==> src/hw/p6gp_defines.vh <==
/*
  constants for the port-six gpio / bus control pin block: register offsets,
  field positions and reset values. assumes byte-wide registers, one per
  aligned 32-bit wishbone word, except the pull-up option register at ff4eh.
*/
`ifndef P6GP_DEFINES_VH
`define P6GP_DEFINES_VH

// ----------------------------------------------------------------------
// register byte addresses
// ----------------------------------------------------------------------
`define P6GP_ADDR_PULLUP_OPTION_LOW 16'hff4e
`define P6GP_ADDR_PULLUP_OPTION_LOW_IDX 16'hff4e
`define P6GP_ADDR_PORT_DATA 16'h0000
`define P6GP_ADDR_PORT_DIRECTION 16'h0004
`define P6GP_ADDR_MEMORY_EXPANSION 16'h0008
`define P6GP_ADDR_WAIT_CONTROL_ONE 16'h000c
`define P6GP_ADDR_WAIT_CONTROL_TWO 16'h0010
`define P6GP_ADDR_HOLD_MODE 16'h0014
`define P6GP_ADDR_REFRESH_MODE 16'h0018
`define P6GP_ADDR_PIN_STATUS 16'h001c

// ----------------------------------------------------------------------
// field positions and codes
// ----------------------------------------------------------------------
`define P6GP_PULLUP_SELECT_BIT 6
`define P6GP_HOLD_ENABLE_BIT 7
`define P6GP_REFRESH_ENABLE_BIT 7
`define P6GP_EXP_MODE_LSB 0
`define P6GP_EXP_MODE_MSB 3
`define P6GP_EXP_A16_A17 4'h8
`define P6GP_EXP_A16_A19 4'h9
`define P6GP_EXP_MODE_NONE_A 4'h0
`define P6GP_EXP_MODE_NONE_B 4'h3
`define P6GP_WAIT_EXTERNAL 2'h3

// ----------------------------------------------------------------------
// reset values
// ----------------------------------------------------------------------
`define P6GP_RST_PULLUP 8'h00
`define P6GP_RST_DIRECTION 8'hff
`define P6GP_RST_EXPANSION 8'h00
`define P6GP_RST_WAIT 8'h00
`define P6GP_RST_HOLD 8'h00
`define P6GP_RST_REFRESH 8'h00
`define P6GP_RST_LATCH 8'h00

`endif

==> src/hw/p6gp_pin_cell.v <==
/*
  one port pin: chooses between the port latch and a control function and
  registers the pin's output, enable and pull-up. assumes clk_i domain only.
*/
`timescale 1ns/1ps
module p6gp_pin_cell (
  input wire clk_i,
  input wire rst_i,
  input wire ce_i,
  input wire dir_in_i,
  input wire latch_i,
  input wire ctrl_sel_i,
  input wire ctrl_oe_i,
  input wire ctrl_val_i,
  input wire pullup_sel_i,
  output reg pin_o,
  output reg pin_oe_o,
  output reg pullup_o
);

  // --------------------------------------------------------------------
  // registered pin drive
  // --------------------------------------------------------------------
  always @(posedge clk_i) begin
    if (rst_i) begin
      pin_o <= 1'b0;
      pin_oe_o <= 1'b0;
      pullup_o <= 1'b0;
    end else if (ce_i) begin
      if (ctrl_sel_i) begin
        pin_o <= ctrl_val_i;
        pin_oe_o <= ctrl_oe_i;
        pullup_o <= 1'b0;
      end else begin
        // latch is shown as soon as the pin turns to output
        pin_o <= latch_i;
        pin_oe_o <= ~dir_in_i;
        pullup_o <= pullup_sel_i & dir_in_i;
      end
    end
  end

endmodule

==> src/hw/p6gp_port.v <==
/*
  port-six gpio with external bus control pin functions, wishbone slave.
  assumes a classic wishbone master on clk_i and that the memory, wait,
  hold and refresh engines drive the alternate-function signals.
*/
// Overview of operation
// non-control pins set in/out per direction bit
// pins 0-3 carry upper address bits 16-19
// mode 1000 gives two, 1001 four address pins
// pin 4 is read strobe in expansion mode
// pin 5 is write strobe in expansion mode
// pin 6 is wait input when any region selects it
// hold enable makes pin 6 hold request input
// hold enable makes pin 7 hold acknowledge output
// refresh enable makes pin 7 refresh request output
// latch keeps value until next write
// writes reach all latches; inputs stay undriven
// input turned output drives latch at once
// port read returns pin level for inputs
// bit writes are full byte read-modify-write
// control pins hidden from latch and read path
// pull-up needs select bit and input direction
// pull-up option register, reset 00h
// reset makes all pins inputs, undriven
// writes land next edge; pins registered
`timescale 1ns/1ps
`include "p6gp_defines.vh"
module p6gp_port #(
  parameter WIDTH = 8
) (
  input wire clk_i,
  input wire rst_i,
  input wire ce_i,
  input wire wb_cyc_i,
  input wire wb_stb_i,
  input wire wb_we_i,
  input wire [15:0] wb_adr_i,
  input wire [3:0] wb_sel_i,
  input wire [31:0] wb_dat_i,
  output reg [31:0] wb_dat_o,
  output reg wb_ack_o,
  input wire [WIDTH-1:0] port_pin_i,
  output wire [WIDTH-1:0] port_pin_o,
  output wire [WIDTH-1:0] port_pin_oe_o,
  output wire [WIDTH-1:0] pullup_en_o,
  input wire [3:0] upper_address_out_i,
  input wire read_strobe_i,
  input wire write_strobe_i,
  input wire hold_ack_out_i,
  input wire refresh_request_out_i,
  output reg wait_in_o,
  output reg hold_request_in_o,
  output reg [7:0] pullup_option_low_o
);

  // --------------------------------------------------------------------
  // registers
  // --------------------------------------------------------------------
  reg [WIDTH-1:0] latch_q;
  reg [WIDTH-1:0] port_direction_reg_q;
  reg [7:0] memory_expansion_reg_q;
  reg [7:0] wait_control_reg_one_q;
  reg [7:0] wait_control_reg_two_q;
  reg [7:0] hold_mode_reg_q;
  reg [7:0] refresh_mode_reg_q;

  wire wb_req = wb_cyc_i & wb_stb_i & ~wb_ack_o;
  wire wb_wr = wb_req & wb_we_i & wb_sel_i[0];

  // --------------------------------------------------------------------
  // control function decode
  // --------------------------------------------------------------------
  wire [3:0] expansion_mode_field =
    memory_expansion_reg_q[`P6GP_EXP_MODE_MSB:`P6GP_EXP_MODE_LSB];
  wire addr_lo_sel = (expansion_mode_field == `P6GP_EXP_A16_A17) ||
                     (expansion_mode_field == `P6GP_EXP_A16_A19);
  wire addr_hi_sel = (expansion_mode_field == `P6GP_EXP_A16_A19);
  // any mode other than the two single-chip codes expands memory
  wire ext_mem = (expansion_mode_field != `P6GP_EXP_MODE_NONE_A) &&
                 (expansion_mode_field != `P6GP_EXP_MODE_NONE_B);

  // four 2-bit region fields per wait register, eight regions in all
  reg wait_sel;
  integer k;
  always @* begin
    wait_sel = 1'b0;
    for (k = 0; k < 4; k = k + 1) begin
      if (wait_control_reg_one_q[2*k +: 2] == `P6GP_WAIT_EXTERNAL)
        wait_sel = 1'b1;
      if (wait_control_reg_two_q[2*k +: 2] == `P6GP_WAIT_EXTERNAL)
        wait_sel = 1'b1;
    end
  end

  wire hold_en = hold_mode_reg_q[`P6GP_HOLD_ENABLE_BIT];
  wire refresh_en = refresh_mode_reg_q[`P6GP_REFRESH_ENABLE_BIT];

  reg [WIDTH-1:0] ctrl_sel;
  reg [WIDTH-1:0] ctrl_oe;
  reg [WIDTH-1:0] ctrl_val;
  always @* begin
    ctrl_sel = {WIDTH{1'b0}};
    ctrl_oe = {WIDTH{1'b0}};
    ctrl_val = {WIDTH{1'b0}};
    ctrl_sel[1:0] = {2{addr_lo_sel}};
    ctrl_sel[3:2] = {2{addr_hi_sel}};
    ctrl_oe[3:0] = 4'hf;
    ctrl_val[3:0] = upper_address_out_i;
    ctrl_sel[4] = ext_mem;
    ctrl_oe[4] = 1'b1;
    ctrl_val[4] = read_strobe_i;
    ctrl_sel[5] = ext_mem;
    ctrl_oe[5] = 1'b1;
    ctrl_val[5] = write_strobe_i;
    ctrl_sel[6] = wait_sel | hold_en;
    ctrl_oe[6] = 1'b0;
    ctrl_sel[7] = hold_en | refresh_en;
    ctrl_oe[7] = 1'b1;
    // hold acknowledge takes the pin when both are enabled
    ctrl_val[7] = hold_en ? hold_ack_out_i : refresh_request_out_i;
  end

  // --------------------------------------------------------------------
  // pin cells
  // --------------------------------------------------------------------
  genvar g;
  generate
    for (g = 0; g < WIDTH; g = g + 1) begin : g_pin
      p6gp_pin_cell u_cell (
        .clk_i(clk_i),
        .rst_i(rst_i),
        .ce_i(ce_i),
        .dir_in_i(port_direction_reg_q[g]),
        .latch_i(latch_q[g]),
        .ctrl_sel_i(ctrl_sel[g]),
        .ctrl_oe_i(ctrl_oe[g]),
        .ctrl_val_i(ctrl_val[g]),
        .pullup_sel_i(pullup_option_low_o[`P6GP_PULLUP_SELECT_BIT]),
        .pin_o(port_pin_o[g]),
        .pin_oe_o(port_pin_oe_o[g]),
        .pullup_o(pullup_en_o[g])
      );
    end
  endgenerate

  // --------------------------------------------------------------------
  // port read value
  // --------------------------------------------------------------------
  // inputs show pin level, outputs their latch, control pins read zero
  wire [WIDTH-1:0] port_rd = ~ctrl_sel &
    ((port_direction_reg_q & port_pin_i) |
     (~port_direction_reg_q & latch_q));

  // --------------------------------------------------------------------
  // register writes
  // --------------------------------------------------------------------
  always @(posedge clk_i) begin
    if (rst_i) begin
      latch_q <= `P6GP_RST_LATCH;
      port_direction_reg_q <= {WIDTH{1'b1}};
      memory_expansion_reg_q <= `P6GP_RST_EXPANSION;
      wait_control_reg_one_q <= `P6GP_RST_WAIT;
      wait_control_reg_two_q <= `P6GP_RST_WAIT;
      hold_mode_reg_q <= `P6GP_RST_HOLD;
      refresh_mode_reg_q <= `P6GP_RST_REFRESH;
      pullup_option_low_o <= `P6GP_RST_PULLUP;
    end else if (ce_i && wb_wr) begin
      case (wb_adr_i)
        // whole byte always lands, including input and control bits;
        // software doing bit ops must read-modify-write the full byte
        `P6GP_ADDR_PORT_DATA: latch_q <= wb_dat_i[WIDTH-1:0];
        `P6GP_ADDR_PORT_DIRECTION:
          port_direction_reg_q <= wb_dat_i[WIDTH-1:0];
        `P6GP_ADDR_MEMORY_EXPANSION: memory_expansion_reg_q <= wb_dat_i[7:0];
        `P6GP_ADDR_WAIT_CONTROL_ONE: wait_control_reg_one_q <= wb_dat_i[7:0];
        `P6GP_ADDR_WAIT_CONTROL_TWO: wait_control_reg_two_q <= wb_dat_i[7:0];
        `P6GP_ADDR_HOLD_MODE: hold_mode_reg_q <= wb_dat_i[7:0];
        `P6GP_ADDR_REFRESH_MODE: refresh_mode_reg_q <= wb_dat_i[7:0];
        `P6GP_ADDR_PULLUP_OPTION_LOW:
          pullup_option_low_o <= wb_dat_i[7:0];
        default: ;
      endcase
    end
  end

  // --------------------------------------------------------------------
  // bus answer and alternate inputs
  // --------------------------------------------------------------------
  always @(posedge clk_i) begin
    if (rst_i) begin
      wb_ack_o <= 1'b0;
      wb_dat_o <= 32'h00000000;
      wait_in_o <= 1'b0;
      hold_request_in_o <= 1'b0;
    end else if (ce_i) begin
      wb_ack_o <= wb_req;
      wait_in_o <= wait_sel & port_pin_i[6];
      hold_request_in_o <= hold_en & port_pin_i[6];
      wb_dat_o <= 32'h00000000;
      if (wb_req && !wb_we_i) begin
        case (wb_adr_i)
          `P6GP_ADDR_PORT_DATA: wb_dat_o[WIDTH-1:0] <= port_rd;
          `P6GP_ADDR_PORT_DIRECTION:
            wb_dat_o[WIDTH-1:0] <= port_direction_reg_q;
          `P6GP_ADDR_MEMORY_EXPANSION:
            wb_dat_o[7:0] <= memory_expansion_reg_q;
          `P6GP_ADDR_WAIT_CONTROL_ONE:
            wb_dat_o[7:0] <= wait_control_reg_one_q;
          `P6GP_ADDR_WAIT_CONTROL_TWO:
            wb_dat_o[7:0] <= wait_control_reg_two_q;
          `P6GP_ADDR_HOLD_MODE: wb_dat_o[7:0] <= hold_mode_reg_q;
          `P6GP_ADDR_REFRESH_MODE: wb_dat_o[7:0] <= refresh_mode_reg_q;
          `P6GP_ADDR_PULLUP_OPTION_LOW:
            wb_dat_o[7:0] <= pullup_option_low_o;
          `P6GP_ADDR_PIN_STATUS: wb_dat_o[WIDTH-1:0] <= port_pin_i;
          default: wb_dat_o <= 32'h00000000;
        endcase
      end
    end
  end

endmodule

==> config.mk <==
export PLATFORM = sky130hd
export DESIGN_NAME = p6gp_port
export DESIGN_NICKNAME = d
export VERILOG_FILES = /design/src/hw/p6gp_pin_cell.v /design/src/hw/p6gp_port.v
export VERILOG_INCLUDE_DIRS = /design/src /design/src/hw
export SDC_FILE = /design/constraint.sdc
export NUM_CORES = 1
export LEC_CHECK = 0
export BUFFER_PORTS_ARGS = -buffer_cell sky130_fd_sc_hd__buf_2
export CAP_MARGIN = 20
export CORE_UTILIZATION = 25
export DETAILED_ROUTE_END_ITERATION = 10
export HOLD_SLACK_MARGIN = 0.1
export PLACE_DENSITY = 0.4
export SLEW_MARGIN = 20
export SYNTH_ARGS = -nofsm -noshare
export SYNTH_HDL_FRONTEND = slang
export SYNTH_SLANG_ARGS = --single-unit
==> constraint.sdc <==
create_clock -name clk_i -period 2.57 [get_ports clk_i]
set_input_delay 0.257 -clock clk_i [delete_from_list [all_inputs] [get_ports clk_i]]
set_output_delay 0.257 -clock clk_i [all_outputs]
set_load 0.1 [all_outputs]
-- After elaboration in Yosys (flattened, before gate mapping)
Index checks and enable logic that the tools add are counted.
- memory bits (read-only): 0
- RAM bits: 0
- logic and storage cells: 136
- bits in latches: 0
- register bits after elaboration: 123
- input bits: 74
- memories kept: 0
- add/sub/neg operators: 0
- div/mod/pow operators: 0
- equality and inequality tests: 19
- reductions and logical operators: 15
- multiplexer cells: 35
- $mul: 0
- shift-type cells: 0
- magnitude comparators: 0
- bitwise operators: 31
- operator list (cell ; count):
    8-bit one-hot mux with 9 select lines ; 1
    16-bit by 5-bit == test with 1-bit output, second input constant ; 4
    1-bit two-way mux ; 33
    16-bit by 4-bit == test with 1-bit output, second input constant ; 2
    8-bit bitwise AND ; 3
    16-bit == test, second input constant ; 1
    16-bit by 3-bit == test with 1-bit output, second input constant ; 1
    2-bit == test, second input constant ; 8
    16-bit zero test ; 1
    8-bit inverter ; 2
    2-bit AND reduction ; 8
    1-bit bitwise AND ; 14
    1-bit inverter ; 9
    4-bit == test, second input constant ; 2
    8-bit two-way mux ; 1
    8-bit OR ; 1
    4-bit by 2-bit inequality test with 1-bit output, second input constant ; 1
    4-bit nonzero test ; 1
    1-bit logical AND ; 3
    1-bit OR ; 2
    1-bit zero test ; 1
    1-bit logical OR ; 1

-- Logic depth before layout (Yosys ltp)
Gate-level depths: netlist of the first run.
- depth after elaboration: 14
- mapped depth: 8

-- Hierarchy
From an unflattened synthesis of the first run, not the netlist that was laid out.
- cells, all modules: 578
- area total of the unflattened synthesis: 5036.1 µm²
- modules (own cells, without submodules) (module ; times used ; area an instance (µm²) ; cells each):
    p6gp_port ; 1 ; 3995.1 ; 474
    p6gp_pin_cell ; 8 ; 130.1 ; 13

-- Worst setup path before layout of the first run
No wires, ideal clock.
- path kind: register to register
- start point: register wb_ack_o
- end point: register memory_expansion_reg_q[0]
- data arrival time: 2.440 ns
- period minus slack after synthesis: 2.567 ns
- library setup time: 0.128 ns
- setup slack: 0.003 ns
- cell stages (with the launch flop): 7
- required time: 2.442 ns
- cells stage by stage: dfxtp_1 -> nand4b_1 -> or2_2 -> clkbuf_1 -> nor4_4 -> mux2i_1 -> nor2_1
- longest elaborated chain between the ends: 6
- ends and longest elaborated chain (element ; line ; source):
    start: declaration ; p6gp_port.v:41 ; output reg wb_ack_o,
    start signal: assignment ; p6gp_port.v:196 ; wb_ack_o <= wb_req;
    1-bit inverter ; p6gp_port.v:67 ; wire wb_req = wb_cyc_i & wb_stb_i & ~wb_ack_o;
    1-bit bitwise AND ; p6gp_port.v:67 ;
    1-bit bitwise AND (2 in a row) ; p6gp_port.v:68 ; wire wb_wr = wb_req & wb_we_i & wb_sel_i[0];
    1-bit logical AND ; p6gp_port.v:167 ; end else if (ce_i && wb_wr) begin
    2-bit AND reduction (no line) ; -- ;
    end signal: assignment ; p6gp_port.v:161 ; memory_expansion_reg_q <= `P6GP_RST_EXPANSION;
    end signal: assignment ; p6gp_port.v:174 ; `P6GP_ADDR_MEMORY_EXPANSION: memory_expansion_reg_q <= wb_dat_i[7:0];
    end: declaration ; p6gp_port.v:61 ; reg [7:0] memory_expansion_reg_q;
Every way passes these cells.
A chain may end at the register's enable or synchronous reset.

-- Final worst setup path of the first run
- start point: input wb_adr_i[13]
- end point: register wb_dat_o[1]
- longest elaborated chain between the ends: 3
- elaborated cells between the ends (all ways): 11
- ends and longest elaborated chain (element ; line ; source):
    start: declaration ; p6gp_port.v:37 ; input wire [15:0] wb_adr_i,
    16-bit by 5-bit == test with 1-bit output (tied with other cells) ; p6gp_port.v:201 ; case (wb_adr_i)
    8-bit one-hot mux with 9 select lines * ; p6gp_port.v:201 ;
    8-bit two-way mux * ; p6gp_port.v:200 ; if (wb_req && !wb_we_i) begin
    end signal: indexed assignment ; p6gp_port.v:202 ; `P6GP_ADDR_PORT_DATA: wb_dat_o[WIDTH-1:0] <= port_rd;
    end signal: indexed assignment ; p6gp_port.v:204 ; wb_dat_o[WIDTH-1:0] <= port_direction_reg_q;
    end signal: assignment ; p6gp_port.v:206 ; wb_dat_o[7:0] <= memory_expansion_reg_q;
    end: declaration ; p6gp_port.v:40 ; output reg [31:0] wb_dat_o,
Every way passes the cells marked *; elsewhere a longest branch is shown, timed or not.

==> impl_results.md, run 1 <==
- Run status: finished, final reports clean
- Placeable Area: 19400 um^2
- CTS tree: built
- Quantity of hold-fixing buffers added after cts: 0
- Max Fanout on Critical Path: 14
- Final Hold Vio Count: 0
- Filler-free cell count of the finished design: 904
- Die extent in y: 142.7 um
- Leading cell types in the layout, fill and taps excluded: sky130_fd_sc_hd__dfxtp_1, sky130_fd_sc_hd__buf_2, sky130_fd_sc_hd__nand2_1
- RSZ-0062 raised after global routing: no
- Final Critical Period: 2090 ps
- Slew headroom: 54.39%
- DR iter-0 viols: 472
- Number of instances resized during post-cts repair: 0
- Post-synthesis sequential element count: 99
- CP peak stage delay: 610 ps
- Clock slew seen by the registers of the worst setup and hold paths: 70 ps
- Max Cap Viol: 0
- Number of buffers inserted by port buffering: 89
- Maximum VDD drop: 292.2 uV
- P_leak: 2.146 nW
- Mean post-synth cell area: 8.602 um^2
- Share of async-settable or async-resettable flops after synthesis: 0%
- Final WL: 15820 um
- CTS H-tree depth: 3
- Sequential share of the synthesized area: 40.07%
- Launching element type of the critical path: primary input
- Share of the cycle needed by the critical path after routing: 81.31%
- Layout Nets: 708
- Effective utilization at floorplan: 25.50%
- Path type of the worst min-delay path: in2reg
- Post-layout worst setup margin: 480.3 ps
- Multi-input gate area in the final layout: 2487 um^2
- Cell area after layout: 5872 um^2
- Avg Vias per Cell: 4.871
- Layout Utilization: 30.27%
- Number of inserted filler cells in the final layout: 2118
- Std cell rows: 51
- Worst path cell trace: buf_2 > or4_1 > buf_12 > or4_4 > nor3_1 > a21oi_1 > a311oi_1
- Global Route Usage Sum: 15.93%
- Skew-Pair Late Insertion Delay: 350 ps
- Cell area after synthesis: 4946 um^2
- Remaining global-route overflow: 0
- Post-Syn Instances: 575
- Finish-stage setup viols: 0
- Half-perimeter wire length after detailed placement: 11380 um
- Critical path start-end classification: in2reg
- Number of CTS-inserted buffers: 9
- Required time of the worst setup path: 2820 ps
- Number of setup buffers added after CTS: 0
- Max stage delay cell, worst path: sky130_fd_sc_hd__or4_1
- Max Clk Rate: 0.4785 GHz
- Setup WS pre-CTS: 129.3 ps
- Worst Skew: 7.941 ps
- Post-synthesis to final-layout area growth: 18.72%
- Maximum count of clock buffers along a single path: 2
- Max Slew Vio Count: 0
- Final worst hold slack: 198.5 ps
- Clock root buffer: sky130_fd_sc_hd__clkbuf_16
- Data arrival, critical path: 2340 ps
- Total DRC errors in the routed layout: 0
- EDFF count, synth: 0
- Post-route antenna net violation count: 0
- Antenna violations before repair: 0
- Final TNS setup: 0 ps
- Overall die width: 142.7 um
- Crit path capture type: flop
- Most frequent standard cell in the layout excluding fill and tap cells: sky130_fd_sc_hd__dfxtp_1
- I/O pin count: 141
- Number of global-route vias before repair: 4032
- Number of warnings printed during yosys synthesis: 0
- Routed vias: 4403
- Sequential Area: 1982 um^2
- Placed Instances: 888
- Total cell area at the placement stage: 5523 um^2
- Power density cells: 604.0 nW/um^2
- Detail-routed net length per standard cell: 17.50 um
- Maximum number of pins on one net before global-route repair: 51
- Total Die Area: 20350 um^2
- Distinct cell type count after synthesis: 48
- Router iterations before antenna repair: 7
- Sink Count: 99
- Commonest register cell after synthesis: sky130_fd_sc_hd__dfxtp_1
- Total design power: 3.547 mW
- First-pass GRT wire length: 23980 um
- Antenna Diode Count: 0
- Fraction of layout instances using a drive strength above 1: 24.41%
- Routability congestion estimate: 0.8120
- Slew at the pin closest to its max-slew limit: 684.1 ps
==> layer usage <==
layer  global-route usage [%]  wire length (um)  vias up
met4                    5.150               216        0
met5                        0                 0        -
met3                    2.582               916       20
met1                    21.92              7345     2116
li1                         -                 -     2126
met2                    25.26              7346      141
==> sequential cells by signal (all words and copies together), names as in the netlist <==
register and flops:
g_pin.u_cell.pin_o 8, g_pin.u_cell.pin_oe_o 8, g_pin.u_cell.pullup_o 8, hold_mode_reg_q 8, hold_request_in_o 1, latch_q 8, memory_expansion_reg_q 8, port_direction_reg_q 8
pullup_option_low_o 8, refresh_mode_reg_q 8, wait_control_reg_one_q 8, wait_control_reg_two_q 8, wait_in_o 1, wb_ack_o 1, wb_dat_o 8
==> critical path, delay by kind of cell <==
family	cells	cell delay (ps)
compound gates	2	350
buf+inv	2	300
simple gates	3	1430
==> layout make-up <==
cell class | instances | area share, %
Multi-Input combinational cell | 406 | 42.36
Sequential cell | 99 | 33.75
Timing Repair Buffer | 117 | 12.23
Tap cell | 265 | 5.647
Clock buffer | 9 | 3.836
Clock inverter | 7 | 2.110
Inverter | 1 | 0.06393
==> synth_stat cells, types with 6 or more instances <==
cell type / count / area share (%)
sky130_fd_sc_hd__a211oi_1: 8 / 1.2
sky130_fd_sc_hd__a21oi_1: 49 / 5.0
sky130_fd_sc_hd__a222oi_1: 7 / 1.4
sky130_fd_sc_hd__a22oi_1: 13 / 2.0
sky130_fd_sc_hd__a311oi_1: 14 / 2.5
sky130_fd_sc_hd__buf_2: 6 / 0.61
sky130_fd_sc_hd__buf_4: 49 / 7.4
sky130_fd_sc_hd__clkbuf_1: 32 / 2.4
sky130_fd_sc_hd__dfxtp_1: 99 / 40
sky130_fd_sc_hd__mux2i_1: 34 / 6.9
sky130_fd_sc_hd__nand2_1: 77 / 5.8
sky130_fd_sc_hd__nand3_1: 35 / 3.5
sky130_fd_sc_hd__nand3b_1: 8 / 1.2
sky130_fd_sc_hd__nand4_1: 6 / 0.76
sky130_fd_sc_hd__nor2_1: 48 / 3.6
sky130_fd_sc_hd__nor2b_1: 9 / 1.1
sky130_fd_sc_hd__nor4_1: 7 / 0.89
sky130_fd_sc_hd__nor4_2: 8 / 2.0
sky130_fd_sc_hd__or4_1: 6 / 0.91
==> path summary, 6_finish.rpt <==
check | cells after the start | start | to | slack [ps]
setup / recovery | 7 | wb_adr_i[13] | wb_dat_o[1]$_SDFFE_PP0P_ | 480
hold / removal | 3 | upper_address_out_i[2] | g_pin[2].u_cell.pin_o$_SDFFE_PP0P_ | 200
hold reg to reg | 2 | refresh_mode_reg_q[0]$_SDFFE_PP0P_ | refresh_mode_reg_q[0]$_SDFFE_PP0P_ | 460
setup reg to reg | 6 | wb_ack_o$_SDFFE_PP0P_ | refresh_mode_reg_q[7]$_SDFFE_PP0P_ | 650
==> where the power goes <==
group          internal [mW]  total [mW]  switching (mW)
clock network          0.961        1.59           0.632
registers               1.54        1.55         0.00490
logic                 0.0636       0.406           0.342
==> kinds of logic (layout without fill, tap and decap cells) <==
group,Yosys count,after routing,share of synthesized area [%]
other cells,1,24,0.07582
flops,99,99,40.07
compound gates,107,107,15.00
simple gates,236,236,25.50
xor+xnor,1,1,0.1771
mux,38,38,7.792
buf+inv,93,134,11.38
No activity file was read; power rests on OpenSTA's default activity.
==> run 2, diff against run 1 <==
clock period = 2 ns   (was 2.57 ns; I/O delays follow)
==> impl_results.md, run 2 (synthesis gave the netlist of run 1 again) <==
- Max Cap Viol: 0 (unchanged)
- CTS H-tree depth: 3 (unchanged)
- DR iter-0 viols: 387 (-18%)
- Layout Nets: 744 (+5.1%)
- Maximum number of pins on one net before global-route repair: 47 (-7.8%)
- Detail-routed net length per standard cell: 17.35 um (-0.89%)
- Avg Vias per Cell: 4.754 (-2.4%)
- Final Hold Vio Count: 0 (unchanged)
- Routed vias: 4469 (+1.5%)
- I/O pin count: 141 (unchanged)
- Leading cell types in the layout, fill and taps excluded: sky130_fd_sc_hd__dfxtp_1, sky130_fd_sc_hd__buf_2, sky130_fd_sc_hd__nand2_1
- Max Slew Vio Count: 0 (unchanged)
- Worst Skew: 7.614 ps (-0.3273 ps)
- Multi-input gate area in the final layout: 2542 um^2 (+2.2%)
- Total Die Area: 20350 um^2 (unchanged)
- Sequential Area: 1986 um^2 (+0.19%)
- Slew at the pin closest to its max-slew limit: 545.1 ps (-139.1 ps)
- Effective utilization at floorplan: 25.50% (unchanged)
- Number of CTS-inserted buffers: 9 (unchanged)
- Remaining global-route overflow: 0 (unchanged)
- Crit path capture type: flop
- Router iterations before antenna repair: 5 (-2)
- Fraction of layout instances using a drive strength above 1: 29.04% (+4.6 points)
- Quantity of hold-fixing buffers added after cts: 0 (unchanged)
- Total DRC errors in the routed layout: 0 (unchanged)
- Final Critical Period: 1906 ps
- Maximum VDD drop: 354.1 uV (+21%)
- Path type of the worst min-delay path: in2reg
- Clock root buffer: sky130_fd_sc_hd__clkbuf_16
- Antenna Diode Count: 0 (unchanged)
- Number of inserted filler cells in the final layout: 2083 (-1.7%)
- P_leak: 2.353 nW (+9.6%)
- Number of setup buffers added after CTS: 0 (unchanged)
- Global Route Usage Sum: 16.61% (+0.68 points)
- RSZ-0062 raised after global routing: no
- Register-to-register setup slack: 150 ps (-500 ps)
- Sink Count: 99 (unchanged)
- Critical path start-end classification: in2reg
- Number of instances resized during post-cts repair: 0 (unchanged)
- Routability congestion estimate: 0.7969 (-1.9%)
- Skew-Pair Late Insertion Delay: 350 ps (about the same)
- CTS tree: built
- Post-synthesis to final-layout area growth: 24.97%
- Required time of the worst setup path: 2260 ps (-560 ps)
- Finish-stage setup viols: 0 (unchanged)
- Placeable Area: 19400 um^2 (unchanged)
- First-pass GRT wire length: 25170 um (+4.9%)
- Number of global-route vias before repair: 4316 (+7.0%)
- Max Clk Rate: 0.5248 GHz
- Clock slew seen by the registers of the worst setup and hold paths: 70 ps (about the same)
- Filler-free cell count of the finished design: 940 (+4.0%)
- Number of buffers inserted by port buffering: 89 (unchanged)
- Placed Instances: 924 (+4.1%)
- Maximum count of clock buffers along a single path: 2 (unchanged)
- Final WL: 16310 um (+3.1%)
- Power density cells: 681.6 nW/um^2 (+13%)
- Run status: finished, final reports clean
- Half-perimeter wire length after detailed placement: 12180 um (+7.0%)
- Share of the cycle needed by the critical path after routing: 95.28%
- Die extent in y: 142.7 um (unchanged)
- Post-route antenna net violation count: 0 (unchanged)
- Slew headroom: 63.66% (+9.3 points)
- Max Fanout on Critical Path: 13 (-1)
- Overall die width: 142.7 um (unchanged)
- Antenna violations before repair: 0 (unchanged)
- Most frequent standard cell in the layout excluding fill and tap cells: sky130_fd_sc_hd__dfxtp_1
- Std cell rows: 51 (unchanged)
- Final worst hold slack: 142.6 ps (-55.94 ps)
- Launching element type of the critical path: primary input
- Data arrival, critical path: 2160 ps (-180 ps)
==> run 2: cell count changes in the layout (fill, tap and decap cells not counted), sizes merged <==
cell and change:
bufinv -3, buf +36, clkinvlp -1, clkinv +1, clkbuf +3
==> run 2: layer usage <==
metal  share of wire [%]  up-vias  global-route usage (%)  routed length (um)
met5                   0        -                       0                   0
met2                  47      118                   26.52                7649
met3                 4.8       14                   2.414                 786
li1                    -     2201                       -                   -
met4                 1.5        0                   5.603                 241
met1                  47     2136                   22.80                7629
==> run 2: worst paths after layout <==
kind                                      endpoint  depth (start not counted)                              startpoint
max                       wb_dat_o[6]$_SDFFE_PP0P_                          6                             wb_adr_i[9]
min             g_pin[2].u_cell.pin_o$_SDFFE_PP0P_                          3                  upper_address_out_i[2]
max reg2reg               wb_dat_o[6]$_SDFFE_PP0P_                          5  wait_control_reg_one_q[3]$_SDFFE_PP0P_
min reg2reg  g_pin[5].u_cell.pullup_o$_SDFFE_PP0P_                          2   g_pin[5].u_cell.pullup_o$_SDFFE_PP0P_
==> run 2: cell type report <==
type / count / share of cell area (%)
repair buffers: 153 / 16.80
multi-input cells: 406 / 41.13
inverters: 1 / 0.06073
clock inverters: 4 / 0.5263
well taps: 265 / 5.364
clock buffers: 12 / 3.988
flip-flops and latches: 99 / 32.13
==> run 2: report_power, final <==
group          switching (mW)  internal (mW)
Clock                   0.784          0.890
Combinational           0.448          0.102
Sequential            0.00656           1.98
Total                    1.24           2.97
==> run 2: worst max-delay path, stage by stage <==
cell                       delay [ps]
sky130_fd_sc_hd__buf_2            100
sky130_fd_sc_hd__or4_4            590
sky130_fd_sc_hd__buf_12           180
sky130_fd_sc_hd__or4_4            570
sky130_fd_sc_hd__o311a_1          320
sky130_fd_sc_hd__a311oi_1         190
==> run 2: through the flow <==
step	total power, mW	utilization, %	setup WS [ps]	TNS (ps)	cell area [um^2]
floorplan	2.501	-	-127.6	-3160	5111
global placement	2.584	30.42	-275.4	-8382	5902
detailed placement	2.586	30.42	-271.1	-8386	5902
CTS	4.267	31.86	94.29	0	6181
global route	4.393	31.86	2.066	0	6181
finish	4.213	31.86	94.49	0	6181
==> run 3, diff against run 2 <==
--- a/config.mk
+++ b/config.mk
@@ -7,4 +7,5 @@
 export NUM_CORES = 1
 export LEC_CHECK = 0
+export ABC_CLOCK_PERIOD_IN_PS = 2000
 export BUFFER_PORTS_ARGS = -buffer_cell sky130_fd_sc_hd__buf_2
 export CAP_MARGIN = 20
==> constraint.sdc (replaced) <==
create_clock -name clk_i -period 2 [get_ports clk_i]
set_input_delay 0.2 -clock clk_i [delete_from_list [all_inputs] [get_ports clk_i]]
set_output_delay 0.2 -clock clk_i [all_outputs]
set_load 0.01 [all_outputs]
==> impl_results.md, run 3 (synthesis gave the netlist of run 1 again) <==
- Slew headroom: 66.14% (+2.5 points)
- Std cell rows: 51 (unchanged)
- Post-synthesis to final-layout area growth: 23.27%
- Final Hold Vio Count: 0 (unchanged)
- Most frequent standard cell in the layout excluding fill and tap cells: sky130_fd_sc_hd__dfxtp_1
- Final Critical Period: 1909 ps (+3.093 ps)
- Router iterations before antenna repair: 7 (+2)
- Fraction of layout instances using a drive strength above 1: 28.44% (-0.59 points)
- P_int: 2.949 mW (-0.85%)
- Leading cell types in the layout, fill and taps excluded: sky130_fd_sc_hd__dfxtp_1, sky130_fd_sc_hd__buf_2, sky130_fd_sc_hd__nand2_1
- Sequential Area: 1983 um^2 (-0.13%)
- Launching element type of the critical path: primary input
- Switching share of power: 24.57% (-4.8 points)
- Cell area after layout: 6097 um^2 (-1.4%)
- Multi-input gate area in the final layout: 2516 um^2 (-1.0%)
- Critical path start-end classification: in2reg
- Maximum count of clock buffers along a single path: 2 (unchanged)
- Die extent in y: 142.7 um (unchanged)
- Part of the total power dissipated in the clock network: 42.1% (+2.4 points)
- Antenna Diode Count: 0 (unchanged)
- I/O pin count: 141 (unchanged)
- Share of the cycle needed by the critical path after routing: 95.43% (+0.15 points)
- Overall die width: 142.7 um (unchanged)
- Quantity of hold-fixing buffers added after cts: 0 (unchanged)
- Number of inserted filler cells in the final layout: 2080 (-0.14%)
- Skew-Pair Late Insertion Delay: 350 ps (about the same)
- Total cell area at the placement stage: 5823 um^2 (-1.3%)
- Max Fanout on Critical Path: 9 (-4)
- Part of the power in combinational logic: 6.9% (-6.2 points)
- Post-route antenna net violation count: 0 (unchanged)
- Number of global-route vias before repair: 4224 (-2.1%)
- CTS H-tree depth: 3 (unchanged)
- Crit path capture type: flop
- Path type of the worst min-delay path: in2reg
- Max Slew Vio Count: 0 (unchanged)
- Data arrival, critical path: 2170 ps (about the same)
- Number of CTS-inserted buffers: 9 (unchanged)
- Remaining global-route overflow: 0 (unchanged)
- Number of buffers inserted by port buffering: 89 (unchanged)
- Power density cells: 641.2 nW/um^2 (-5.9%)
- Switching power total: 960.5 uW (-22%)
- Antenna violations before repair: 0 (unchanged)
- P_leak: 2.269 nW (-3.6%)
- Total DRC errors in the routed layout: 0 (unchanged)
- Finish-stage setup viols: 0 (unchanged)
- Max Clk Rate: 0.5239 GHz (-0.16%)
- Sequential cell fraction of total power: 50.9% (+3.7 points)
- Maximum VDD drop: 296.7 uV (-16%)
- Setup WS pre-CTS: -245.6 ps (+25.54 ps)
- Post-layout worst setup margin: 91.39 ps (-3.093 ps)
- Clock root buffer: sky130_fd_sc_hd__clkbuf_16
- Routed vias: 4569 (+2.2%)
- Half-perimeter wire length after detailed placement: 11880 um (-2.4%)
- RSZ-0062 raised after global routing: no
- Placeable Area: 19400 um^2 (unchanged)
- Placed Instances: 918 (-0.65%)
- Filler-free cell count of the finished design: 933 (-0.74%)
- Layout Nets: 738 (-0.81%)
- CTS tree: built
- DR iter-0 viols: 437 (+13%)
- Effective utilization at floorplan: 25.50% (unchanged)
- Required time of the worst setup path: 2260 ps (about the same)
- Slew at the pin closest to its max-slew limit: 507.9 ps (-37.22 ps)
- Avg Vias per Cell: 4.897 (+3.0%)
- Routability congestion estimate: 0.8261 (+3.7%)
- Total Die Area: 20350 um^2 (unchanged)
- Run status: finished, final reports clean
- Final WL: 16390 um (+0.52%)
- Max Cap Viol: 0 (unchanged)
- Worst Skew: 6.097 ps (-1.517 ps)
- First-pass GRT wire length: 24880 um (-1.2%)
- Sink Count: 99 (unchanged)
- Clock slew seen by the registers of the worst setup and hold paths: 70 ps (about the same)
- Global Route Usage Sum: 16.33% (-0.29 points)
- Detail-routed net length per standard cell: 17.57 um (+1.3%)
- Maximum number of pins on one net before global-route repair: 100 (+110%)
-- run 3: repair_timing --
item / in CTS / in global routing
resized for setup: 0 / 1
setup buffers: 0 / 0
setup endpoints to repair: 0 / 1
-- run 3: metal layers --
metal	track usage, %	wire length, um
met3	2.247	802
met2	26.06	7566
met1	22.35	7741
met5	0	0
met4	5.886	280
-- run 3: area by class of cell --
class                      instances  share of cell area (%)
inverter                           1                 0.06156
sequential                        99                   32.53
multi-input combinational        406                   41.27
clock inverter                     4                  0.4309
clock buffer                      11                   3.981
tap                              265                   5.438
timing repair buffer             147                   16.29
-- run 3: metrics by stage --
step | setup TNS [ps] | hold slack, ps | power, mW | util (%)
after global placement | -6249 | 440.2 | 2.303 | 30.02
after floorplan | -1471 | 367.6 | 2.230 | -
after CTS | 0 | 131.2 | 3.956 | 31.40
after global routing | 0 | 141.4 | 4.053 | 31.43
after detailed placement | -5947 | 447.2 | 2.306 | 30.02
final | 0 | 142.5 | 3.910 | 31.43
-- run 3: path summary, 6_finish.rpt --
path                                               start                            endpoint  slack (ps)  depth (start not counted)
setup / recovery                             wb_adr_i[9]            wb_dat_o[1]$_SDFFE_PP0P_          90                          7
hold / removal                    upper_address_out_i[2]  g_pin[2].u_cell.pin_o$_SDFFE_PP0P_         140                          3
setup reg to reg  wait_control_reg_one_q[3]$_SDFFE_PP0P_            wb_dat_o[6]$_SDFFE_PP0P_          90                          5
hold reg to reg       refresh_mode_reg_q[2]$_SDFFE_PP0P_  refresh_mode_reg_q[2]$_SDFFE_PP0P_         460                          2
-- run 3: critical path: stages --
cell and delay [ps]:
sky130_fd_sc_hd__buf_2 100, sky130_fd_sc_hd__or4_4 560, sky130_fd_sc_hd__buf_4 190, sky130_fd_sc_hd__or4_4 570
sky130_fd_sc_hd__nor3_1 220, sky130_fd_sc_hd__a21oi_1 60, sky130_fd_sc_hd__a311oi_1 250
-- run 3: power groups by stage --
stage	clock network, mW	logic [mW]	registers (mW)
final	1.65	0.272	1.99
after global routing	1.77	0.295	1.99
after CTS	1.70	0.270	1.99
after detailed placement	0	0.270	2.04
after global placement	0	0.267	2.04
after floorplan	0	0.195	2.04
